[config.mk]
export PLATFORM = sky130hd
export DESIGN_NAME = iomb_exec
export DESIGN_NICKNAME = d
export VERILOG_FILES = /design/src/core/iomb_pkg.sv /design/src/core/iomb_alu_if.sv /design/src/core/iomb_exec.sv /design/src/core/iomb_alu.sv
export SDC_FILE = /design/constraint.sdc
export NUM_CORES = 1
export LEC_CHECK = 0
export BUFFER_PORTS_ARGS = -buffer_cell sky130_fd_sc_hd__buf_4
export CAP_MARGIN = 30
export CORE_AREA = 3 3 98 110
export DETAILED_ROUTE_END_ITERATION = 8
export DIE_AREA = 0 0 101 113
export GPL_ROUTABILITY_DRIVEN = 1
export PLACE_DENSITY = 0.51
export SLEW_MARGIN = 0
export SYNTH_ARGS = -nofsm -noshare
export SYNTH_HDL_FRONTEND = slang
export SYNTH_SLANG_ARGS = --single-unit
[constraint.sdc]
create_clock -name clock -period 5.6 [get_ports clock]
set_clock_uncertainty 0.1 [all_clocks]
set_input_delay 1.12 -clock clock [delete_from_list [all_inputs] [get_ports clock]]
set_output_delay 1.12 -clock clock [all_outputs]
set_load 0.01 [all_outputs]
[src/core/iomb_pkg.sv]
// package: opcodes, field positions, widths and reset values of the execute slice
package iomb_pkg;

    // =====================================================================
    // widths
    localparam int IOMB_INSN_W = 14;
    localparam int IOMB_DATA_W = 8;
    localparam int IOMB_ADDR_W = 7;
    localparam int IOMB_PC_W = 13;
    localparam int IOMB_LIT_W = 11;

    // =====================================================================
    // field positions: destination bit in the instruction word, page bits in the page latch
    localparam int IOMB_DEST_BIT = 7;
    localparam int IOMB_PAGE_LO = 3;
    localparam int IOMB_PAGE_HI = 4;

    // =====================================================================
    // opcode patterns: top six bits for file forms, top three for branch
    localparam logic [5:0] IOMB_OP_INC_SKIP = 6'h0f;
    localparam logic [5:0] IOMB_OP_INC_FILE = 6'h0a;
    localparam logic [5:0] IOMB_OP_OR_FILE = 6'h04;
    localparam logic [5:0] IOMB_OP_MOVE_FILE = 6'h08;
    localparam logic [5:0] IOMB_OP_OR_LIT = 6'h38;
    localparam logic [2:0] IOMB_OP_BRANCH = 3'h5;

    // =====================================================================
    // reset values and cycle counts
    localparam logic [7:0] IOMB_RST_ACC = 8'h00;
    localparam logic [12:0] IOMB_RST_PC = 13'h0000;
    localparam logic IOMB_RST_ZERO = 1'b0;
    localparam int IOMB_CYC_SINGLE = 1;
    localparam int IOMB_CYC_DOUBLE = 2;

    // decoded operation
    typedef enum logic [2:0] {
        IOMB_NONE,
        IOMB_INC_SKIP,
        IOMB_INC_FILE,
        IOMB_BRANCH,
        IOMB_OR_LIT,
        IOMB_OR_FILE,
        IOMB_MOVE_FILE
    } iomb_op_e;

endpackage : iomb_pkg

[src/core/iomb_alu_if.sv]
// interface: operands and results between the decoder and its alu
interface iomb_alu_if;
    import iomb_pkg::*;

    iomb_op_e op;
    logic [7:0] acc;
    logic [7:0] file;
    logic [7:0] lit;
    logic [7:0] result;
    logic is_zero;

    modport ctrl (output op, output acc, output file, output lit, input result, input is_zero);
    modport alu (input op, input acc, input file, input lit, output result, output is_zero);
endinterface : iomb_alu_if

[src/core/iomb_exec.sv]
// module: execute slice for increment, skip, branch, or and move instructions
// =====================================================================
module iomb_exec
    import iomb_pkg::*;
(
    // clock and reset
    input wire logic clock,
    input wire logic rst_n,
    // instruction issue, one per instruction cycle enable
    input wire logic cyc_en,
    input wire logic insn_valid,
    input wire logic [13:0] insn,
    // file register read data for the addressed register
    input wire logic [7:0] file_rdata,
    input wire logic [7:0] page_latch,
    // file register access
    output logic [6:0] file_addr,
    output logic file_we,
    output logic [7:0] file_wdata,
    // architectural state
    output logic [7:0] acc,
    output logic zero_flag,
    output logic [12:0] program_counter,
    // sequencing
    output logic squash_next,
    output logic busy,
    output logic illegal
);

    // =====================================================================
    // state
    typedef struct packed {
        logic [7:0] acc;
        logic zero;
        logic [12:0] pc;
        logic [6:0] faddr;
        logic fwe;
        logic [7:0] fwdata;
        logic squash;
        logic bubble;
        logic illegal;
    } iomb_state_s;

    iomb_state_s st_q;
    iomb_state_s st_d;
    iomb_op_e op;
    logic dest_file;

    iomb_alu_if alu_bus ();

    iomb_alu u_alu (
        .a(alu_bus)
    );

    // =====================================================================
    // decode; the file address is always the low seven bits
    always_comb begin
        op = IOMB_NONE;
        if (insn[13:8] == IOMB_OP_INC_SKIP) begin
            op = IOMB_INC_SKIP;
        end else if (insn[13:8] == IOMB_OP_INC_FILE) begin
            op = IOMB_INC_FILE;
        end else if (insn[13:8] == IOMB_OP_OR_FILE) begin
            op = IOMB_OR_FILE;
        end else if (insn[13:8] == IOMB_OP_MOVE_FILE) begin
            op = IOMB_MOVE_FILE;
        end else if (insn[13:10] == IOMB_OP_OR_LIT[5:2]) begin
            op = IOMB_OR_LIT; // low two opcode bits are don't care
        end else if (insn[13:11] == IOMB_OP_BRANCH) begin
            op = IOMB_BRANCH;
        end
    end

    assign dest_file = insn[IOMB_DEST_BIT];

    assign alu_bus.op = op;
    assign alu_bus.acc = st_q.acc;
    assign alu_bus.file = file_rdata;
    assign alu_bus.lit = insn[7:0];

    // =====================================================================
    // next state
    always_comb begin
        st_d = st_q;
        st_d.fwe = 1'b0;
        if (cyc_en) begin
            st_d.squash = 1'b0;
            st_d.bubble = 1'b0;
            st_d.illegal = 1'b0;
            // a squashed or bubbled slot is a no-operation
            if (insn_valid && !st_q.squash && !st_q.bubble) begin
                st_d.pc = st_q.pc + 13'h0001;
                st_d.faddr = insn[6:0];
                st_d.fwdata = alu_bus.result;
                unique case (op)
                    IOMB_INC_SKIP: begin
                        // zero result costs a second cycle; flags untouched
                        st_d.squash = alu_bus.is_zero;
                        if (dest_file) begin
                            st_d.fwe = 1'b1;
                        end else begin
                            st_d.acc = alu_bus.result;
                        end
                    end
                    IOMB_INC_FILE, IOMB_OR_FILE, IOMB_MOVE_FILE: begin
                        // move with dest 1 rewrites the same value: file intact
                        if (dest_file) begin
                            st_d.fwe = 1'b1;
                        end else begin
                            st_d.acc = alu_bus.result;
                        end
                        st_d.zero = alu_bus.is_zero;
                    end
                    IOMB_OR_LIT: begin
                        st_d.acc = alu_bus.result;
                        st_d.zero = alu_bus.is_zero;
                    end
                    IOMB_BRANCH: begin
                        // page bits from latch, offset from immediate
                        st_d.pc = {page_latch[IOMB_PAGE_HI:IOMB_PAGE_LO],
                                   insn[IOMB_LIT_W-1:0]};
                        st_d.bubble = 1'b1; // second cycle, zero kept
                    end
                    default: begin
                        st_d.illegal = 1'b1; // outside this slice
                    end
                endcase
            end else if (insn_valid) begin
                st_d.pc = st_q.pc + 13'h0001; // skipped word still advances
            end
        end
    end

    // =====================================================================
    // registers
    always_ff @(posedge clock or negedge rst_n) begin
        if (!rst_n) begin
            st_q <= '{acc: IOMB_RST_ACC, zero: IOMB_RST_ZERO, pc: IOMB_RST_PC,
                      faddr: 7'h00, fwe: 1'b0, fwdata: 8'h00, squash: 1'b0,
                      bubble: 1'b0, illegal: 1'b0};
        end else begin
            st_q <= st_d;
        end
    end

    // outputs straight from flip-flops, except busy, the OR of the squash and bubble flops
    assign file_addr = st_q.faddr;
    assign file_we = st_q.fwe;
    assign file_wdata = st_q.fwdata;
    assign acc = st_q.acc;
    assign zero_flag = st_q.zero;
    assign program_counter = st_q.pc;
    assign squash_next = st_q.squash;
    assign busy = st_q.squash | st_q.bubble; // marks the second instruction cycle
    assign illegal = st_q.illegal;

endmodule : iomb_exec

[src/core/iomb_alu.sv]
// module: combinational datapath for increment, or and move
module iomb_alu
    import iomb_pkg::*;
(
    // operands and results
    iomb_alu_if.alu a
);

    // =====================================================================
    // result select
    always_comb begin
        unique case (a.op)
            IOMB_INC_SKIP, IOMB_INC_FILE: a.result = a.file + 8'h01; // wraps 0xff to 0
            IOMB_OR_LIT: a.result = a.acc | a.lit;
            IOMB_OR_FILE: a.result = a.acc | a.file;
            IOMB_MOVE_FILE: a.result = a.file;
            default: a.result = 8'h00;
        endcase
    end

    // zero detect on the eight bit result
    assign a.is_zero = (a.result == 8'h00);

endmodule : iomb_alu

* Yosys cells after proc, flatten, opt, wreduce, memory -nomap -nowiden
Cells that the tools add are included.
** Word-level totals
- Bits of input ports :: 34
- Memories kept :: 0
- Output and inout bits :: 41
- Bits in latches :: 0
- ROM bits :: 0
- Bits in writable memories :: 0
- Logic and storage cells :: 61
- Bits in registers :: 41
** Operators by class
- Equality and inequality tests :: 13
- $add $sub $neg :: 2
- $mul :: 0
- Divide/modulo/power cells :: 0
- Muxes and demuxes :: 19
- $lt $le $gt $ge :: 0
- Bitwise operators :: 3
- Shifts and indexed selects :: 0
- Reductions and logical operators :: 15
** Operators by type and width (count)
- two-way mux 13 bit :: 3
- one-hot mux 8 bit (4 select lines) :: 1
- two-way mux 12 bit :: 2
- == test 6 x 4 -> 1 bit (second input constant) :: 3
- OR 8 bit :: 2
- one-hot mux 8 bit (2 select lines) :: 1
- two-way mux 3 bit :: 5
- adder 13 x 1 -> 13 bit (second input constant) :: 1
- == test 3 bit (second input constant) :: 4
- adder 8 x 1 -> 8 bit (second input constant) :: 1
- logical NOT 8 bit :: 1
- two-way mux 8 bit :: 1
- OR reduction 4 bit :: 2
- == test 3 x 2 -> 1 bit (second input constant) :: 2
- == test 6 x 3 -> 1 bit (second input constant) :: 1
- OR reduction 6 bit :: 1
- two-way mux 1 bit :: 5
- == test 4 bit (second input constant) :: 1
- AND reduction 2 bit :: 2
- AND reduction 4 bit :: 1
- nonzero test 2 bit :: 2
- == test 3 x 1 -> 1 bit (second input constant) :: 1
- AND reduction 3 bit :: 1
- logical AND 1 bit :: 2
- other kinds (5) :: 6

* Logic depth before layout (Yosys ltp)
Gate-level depths: netlist (run 1).
- Depth after elaboration :: 14
- Depth in mapped cells :: 14

* Hierarchy
Synthesis (run 1) repeated with hierarchy kept, for this count alone.
** Second synthesis, totals
- Cell total of the unflattened synthesis :: 287
- Area total of the unflattened synthesis :: 2813.9 um^2
** Modules (own cells, without submodules)
- iomb_exec :: instances 1, cells an instance 226, area each 2316.0 um^2
- iomb_alu :: instances 1, cells an instance 61, area each 498.0 um^2

* Worst setup path after synthesis (run 1)
Ideal clock, no wire load.
- Kind :: input-to-reg
- Start point :: in insn[8]
- End point :: reg st_q (netlist bit zero_flag)
- Slack :: 2.019 ns
- Arrival time :: 3.389 ns
- Library setup time :: 0.092 ns
- Data required time :: 5.408 ns
- Path buffers :: 1
- Stages on the path :: 11
- Cells stage by stage :: nor3_1 a31oi_1 or2_2 inv_1 ha_1 clkbuf_1 inv_1 o311a_1 a311oi_2 nand4bb_1 o31ai_2
** On the way
- Word-level cells in the longest chain between the ends :: 9
- Elaborated cells between the ends (all ways) :: 18
- Those cells by class :: eq/ne (9); mux (5); reduce/logical (4)
** RTL lines
- start: declaration :: RTL line iomb_exec.sv:12 : input wire logic [13:0] insn,
- == test 6 x 4 -> 1 bit :: RTL line iomb_exec.sv:65 : end else if (insn[13:8] == IOMB_OP_MOVE_FILE) begin
- two-way mux 3 bit :: RTL line iomb_exec.sv:65
- two-way mux 3 bit :: RTL line iomb_exec.sv:63 : end else if (insn[13:8] == IOMB_OP_OR_FILE) begin
- two-way mux 3 bit :: RTL line iomb_exec.sv:61 : end else if (insn[13:8] == IOMB_OP_INC_FILE) begin
- two-way mux 3 bit * :: RTL line iomb_exec.sv:59 : if (insn[13:8] == IOMB_OP_INC_SKIP) begin
- == test 3 x 1 -> 1 bit or == test 3 x 2 -> 1 bit (tied branches) :: RTL line iomb_alu.sv:12, iomb_exec.sv:95
- OR reduction 2 bit :: RTL line iomb_alu.sv:12 : unique case (a.op)
- one-hot mux 8 bit (4 select lines) :: RTL line iomb_alu.sv:12
- logical NOT 8 bit :: RTL line iomb_alu.sv:22 : assign a.is_zero = (a.result == 8'h00);
- end signal: assignment :: RTL line iomb_exec.sv:138 : st_q <= '{acc: IOMB_RST_ACC, zero: IOMB_RST_ZERO, pc: IOMB_RST_PC,
- end signal: assignment :: RTL line iomb_exec.sv:142 : st_q <= st_d;
- end: declaration :: RTL line iomb_exec.sv:44 : iomb_state_s st_q;
Mark *: on every way between the ends. The rest lies on a longest branch, timed or not.
A chain may end at the register's enable or synchronous reset.

* Final worst setup path (run 1)
- Start point :: in insn[11]
- End point :: reg st_q (netlist bit zero_flag)
** On the way
- Word-level cells in the longest chain between the ends :: 11
- Elaborated cells between the ends (all ways) :: 22
- Those cells by class :: eq/ne (11); mux (7); reduce/logical (4)
** RTL lines
- == test 3 bit :: RTL line iomb_exec.sv:69 : end else if (insn[13:11] == IOMB_OP_BRANCH) begin
- two-way mux 2 bit :: RTL line iomb_exec.sv:69
- two-way mux 3 bit :: RTL line iomb_exec.sv:67 : end else if (insn[13:10] == IOMB_OP_OR_LIT[5:2]) begin
- two-way mux 3 bit :: RTL line iomb_exec.sv:65
- two-way mux 3 bit :: RTL line iomb_exec.sv:63
- two-way mux 3 bit :: RTL line iomb_exec.sv:61
- two-way mux 3 bit * :: RTL line iomb_exec.sv:59
- == test 3 x 1 -> 1 bit or == test 3 x 2 -> 1 bit (tied branches) :: RTL line iomb_alu.sv:12, iomb_exec.sv:95
- OR reduction 2 bit :: RTL line iomb_alu.sv:12
- one-hot mux 8 bit (4 select lines) :: RTL line iomb_alu.sv:12
- logical NOT 8 bit :: RTL line iomb_alu.sv:22
Marks and branches as above.

==> metrics.csv, run 1 <==
metric,value,unit
whs,0.387,ns
status,"finished, final reports clean",
crit_type,input pin to flop,
ir_drop,0.0832,mV
maxCapViolations,0,
gp_congestion,0.820,
cts_buffers,5,
synth-seq-area-share,35.4,%
cp_num_cells,13,
clock-root-buffer,clkbuf_8,
grt_remaining_overflow,0,
cts_tree,yes,
drive_gt1_share,25.1,%
cts_hold_buf,0,
dp.cells,494,
synth_top_area_cell,dfrtp_1,
power.density,303,nW/um2
cp_num_buf_inv,3,
fmax,256,MHz
cts.sinks,41,
rsz0062_at_grt,no,
fin_area,3320,um2
postSynthAreaPerCell,8.10,um2
synthTopCellsByArea,"dfrtp_1 35%, buf_4 10%, nand2_1 7.0%",
postCtsSetupRepairBufs,0,
io_pins,75,
h-tree-depth,2,
drt_iter0_drc,109,
initial_utilization,29.6,%
synthCells,358,
min_period,3.91,ns
track_usage,14.0,%
worst_path_max_delay_cell,ha_1,
cts_max_path_buffers,2,
vias,2579,
final_cell_mix,"68 x buf_4, 54 x nand2_1, 41 x dfrtp_1",
ys_warn_count,0,
antenna_found_initial,0,
syn_to_final_growth,14.4,%
hp-class,flop to flop,
post-dp-hpwl,6030,um
synthFlopType,dfrtp_1,
setup_violations,0,
die_area,11400,um2
final_common_cell,buf_4,
drc_errors,0,
fin_util,33.9,%
synthesis.nets,398,
wirelength,7970,um
syn-cell-area,2900,um2
synth_top_area_share,35.4,%
required,5.71,ns
p_leak,1.52,nW
async_flop_share,100,%
worst_pin_slew,0.994,ns
ys_types,54,
cp-start-kind,input pin,
port_buffers,68,
grt_pass1_vias,2455,
detail_route.vias_per_cell,5.14,
grt_max_degree,42,
hold_path_depth,2,
ctsResizeCount,0,
antennaDiodeCount,0,
antenna_left,0,
ys_seq_elements,41,
die_y,113,um
crit_arrival,4.02,ns
p_total,1.01,mW
slew_violations,0,
cp_max_fo,17,
final_nets,421,
finalWorstSetupSlack,1.69,ns
relSlewSlack,33.5,%
synth_edf_count,0,
core_area,9790,um2
fin_crit_sh,69.8,%
clkSlewWorstSetupHoldPaths,0.09,ns
grt_first_pass_wirelength,12900,um
die_w,101,um
cpPeakStageDelay,0.52,ns
cp-end-kind,flop,
cp_top_family,compound AO/OA/AOI/OAI gates,
wire_per_inst,15.9,um
final-hold-violation-count,0,
dr.pass1.iters,4,
placed_cell_area,3200,um2
finalNonFillerCells,502,
finalSetupTns,0,ns
clkLatencyLatePin,0.29,ns
ff2ff_path_depth,7,
post-place-ws,1.44,ns
fp-row-count,38,
worstPathCellList,buf_4 > inv_1 > a31oi_1 > or2_2 > inv_1 > ha_1 > nor2b_1 > o21ai_0 > nand4bb_1 > a221oi_1 > o221ai_1 > nand4bb_1 > o31ai_2,
[layout make-up]
cell class	count	area [um2]
Inverter	15	56.3
Fill cell	1040	6480
Timing Repair Buffer	68	510
Sequential cell	41	1030
Clock buffer	7	86.3
Tap cell	120	150
Clock inverter	1	30.0
Multi-Input combinational cell	250	1460
[worst register-to-register path, stage by stage, from the launching register on]
cell and delay [ns]:
dfrtp_1 0.43, o21ai_0 0.25, nand2_1 0.10, nand4bb_1 0.20
a221oi_1 0.33, o221ai_1 0.18, nand4bb_1 0.31, o31ai_2 0.23
[cells by family after synthesis]
logic type,after synthesis,share of synthesized area (%)
AOI/OAI and AO/OA,103,21.7
xor gates and xnor gates,4,1.21
adders and majority gates,6,2.59
buffers and inverters,67,14.3
DFF,41,35.4
muxes,8,3.15
and+or+nand+nor,129,21.6
[where the power goes]
group          total (mW)  switching (mW)  internal (mW)
combinational       0.325           0.165          0.159
clock               0.253           0.108          0.146
sequential          0.428          0.0690          0.359
total                1.01           0.342          0.664
[Yosys cell counts (4+ instances only)]
library cell  number
a21oi_1           36
a31oi_1            5
buf_4             39
clkbuf_1           9
dfrtp_1           41
ha_1               6
inv_1             15
mux2_2             5
nand2_1           54
nand2b_1           4
nand3_1           12
nand4_1            4
nor2_1            27
nor3_1             5
o21ai_0           33
o22ai_1            7
[sequential cells by signal, indices dropped and copies added, names as in the netlist]
| name | count |
|---|---|
| illegal | 1 |
| st_q | 1 |
| zero_flag | 1 |
| file_we | 1 |
| squash_next | 1 |
| file_addr | 7 |
| file_wdata | 8 |
| program_counter | 13 |
| acc | 8 |
[path summary, 6_finish.rpt]
path                               from                 end  slack (ns)
max in group asynchronous         rst_n           zero_flag        4.32
min                        file_addr[6]        file_addr[6]        0.39
max reg2reg                      acc[0]           zero_flag        3.39
min reg2reg                file_addr[6]        file_addr[6]        0.39
min in group asynchronous         rst_n  program_counter[2]        0.70
max                            insn[11]           zero_flag        1.69
[routing by layer]
| layer | part of all wire [%] | GRT usage, % |
|---|---|---|
| met5 | 0 | 0 |
| met1 | 43 | 18.0 |
| met2 | 49 | 24.0 |
| met3 | 7.0 | 2.90 |
| met4 | 0.98 | 3.28 |
Note: power is estimated with default switching activity, not from simulation.
==> inputs of run 2 (changes only) <==
==> constraint.sdc (replaced) <==
create_clock -name clock -period 3.63 [get_ports clock]
set_clock_uncertainty 0.1 [all_clocks]
set_input_delay 0.726 -clock clock [delete_from_list [all_inputs] [get_ports clock]]
set_output_delay 0.726 -clock clock [all_outputs]
set_load 0.01 [all_outputs]
==> metrics.csv, run 2 (synthesized netlist as in run 1, its figures left out) <==
metric,value,unit,change
cts_tree,yes,,
worst_pin_slew,0.723,ns,-0.271 ns
grt_pass1_vias,2593,,+5.6%
detail_route.vias_per_cell,5.03,,-2.1%
grt_remaining_overflow,0,,unchanged
final_common_cell,buf_4,,
dr.pass1.iters,5,,+1
io_pins,75,,unchanged
h-tree-depth,2,,unchanged
required,3.73,ns,-1.98 ns
gp_congestion,0.877,,+7.1%
maxCapViolations,0,,unchanged
vias,2576,,-0.12%
grt_max_degree,42,,unchanged
postCtsSetupRepairBufs,0,,unchanged
status,"finished, final reports clean",,
wire_per_inst,15.6,um,-1.6%
antenna_found_initial,0,,unchanged
drc_errors,0,,unchanged
port_buffers,68,,unchanged
finalNonFillerCells,512,,+2.0%
antenna_left,0,,unchanged
setup_violations,0,,unchanged
hp-class,input pin to async pin,,
clkSlewWorstSetupHoldPaths,0.08,ns,about the same
final_cell_mix,"80 x buf_4, 54 x nand2_1, 41 x dfrtp_1",,
rsz0062_at_grt,no,,
track_usage,14.3,%,+0.27 points
filler_cell_count,1045,,+0.48%
finalSetupTns,0,ns,unchanged
finalWorstSetupSlack,0.309,ns,-1.38 ns
power.density,432,nW/um2,+43%
fmax,301,MHz,
cts_max_path_buffers,2,,unchanged
post-dp-hpwl,6200,um,+2.9%
min_period,3.32,ns,
cts.sinks,41,,unchanged
cp_max_fo,9,,-8
drt_iter0_drc,118,,+8.3%
whs,0.311,ns,-0.0765 ns
ctsResizeCount,0,,unchanged
initial_utilization,29.6,%,unchanged
cp-start-kind,input pin,,
die_y,113,um,unchanged
ir_drop,0.127,mV,+53%
relSlewSlack,51.7,%,+18 points
post-place-ws,0.0550,ns,-1.39 ns
antennaDiodeCount,0,,unchanged
die_w,101,um,unchanged
cts_buffers,5,,unchanged
crit_type,input pin to flop,,
largest_register_ffs,13,,unchanged
final_nets,433,,+2.9%
core_area,9790,um2,unchanged
fp-row-count,38,,unchanged
wirelength,8000,um,+0.36%
clkLatencyLatePin,0.29,ns,about the same
final-hold-violation-count,0,,unchanged
drive_gt1_share,27.3,%,+2.2 points
clock-root-buffer,clkbuf_8,,
p_leak,1.56,nW,+2.6%
syn_to_final_growth,16.1,%,
slew_violations,0,,unchanged
p_total,1.45,mW,+45%
fin_crit_sh,91.5,%,
die_area,11400,um2,unchanged
dp.cells,506,,+2.4%
cts_hold_buf,0,,unchanged
grt_first_pass_wirelength,13200,um,+2.5%
crit_arrival,3.42,ns,-0.60 ns
cp-end-kind,flop,,
-- run 2: cell types whose count changed in the layout (fill, tap and decap cells not counted), sizes merged --
cell    before  now
clkbuf       7    5
bufinv       1    0
buf         68   80
clkinv       0    1
-- run 2: path summary, 6_finish.rpt --
path                         startpoint                 end  slack, ns  cells past startpoint
min in group clock         file_addr[0]        file_addr[0]       0.39                      2
setup reg to reg            squash_next              acc[7]       1.43                      4
setup / recovery                insn[8]           zero_flag       0.31                     13
hold reg to reg            file_addr[0]        file_addr[0]       0.39                      2
max in group asynchronous         rst_n           zero_flag       2.75                      1
hold / removal                    rst_n  program_counter[2]       0.31                      1
-- run 2: stage by stage --
step           area [um2]  util, %
3_3_place_gp         3290     33.6
5_1_grt              3360     34.4
4_1_cts              3360     34.4
3_5_place_dp         3290     33.6
2_1_floorplan        2900        -
6_report             3360     34.4
-- run 2: power by group --
part           switching [mW]  internal (mW)
clock                   0.154          0.127
combinational           0.256          0.257
sequential              0.106          0.555
-- run 2: critical path, cell delays in order --
cell and delay, ns:
buf_4 0.13, nor3_1 0.17, a31oi_1 0.10, or2_2 0.32, inv_1 0.09, ha_1 0.35
nor2b_1 0.10, o21ai_0 0.24, nand4bb_1 0.15, a221oi_1 0.35, o221ai_1 0.18, nand4bb_1 0.30
o31ai_2 0.21
-- run 2: final cells by class --
class / instances / area, um2 / share of cell area [%]
Clock inverter: 1 / 5.00 / 0.149
Multi-Input combinational cell: 250 / 1460 / 43.3
Clock buffer: 5 / 68.8 / 2.05
Sequential cell: 41 / 1030 / 30.5
Timing Repair Buffer: 80 / 601 / 17.9
Tap cell: 120 / 150 / 4.46
Inverter: 15 / 56.3 / 1.67
-- run 2: routing by layer --
metal  routed length (um)  share of wire (%)  global-route usage (%)
met1                 3680                 46                    18.1
met2                 3860                 48                    24.9
met3                  353                4.4                    2.22
met4                  110                1.4                    4.08
met5                    0                  0                       0
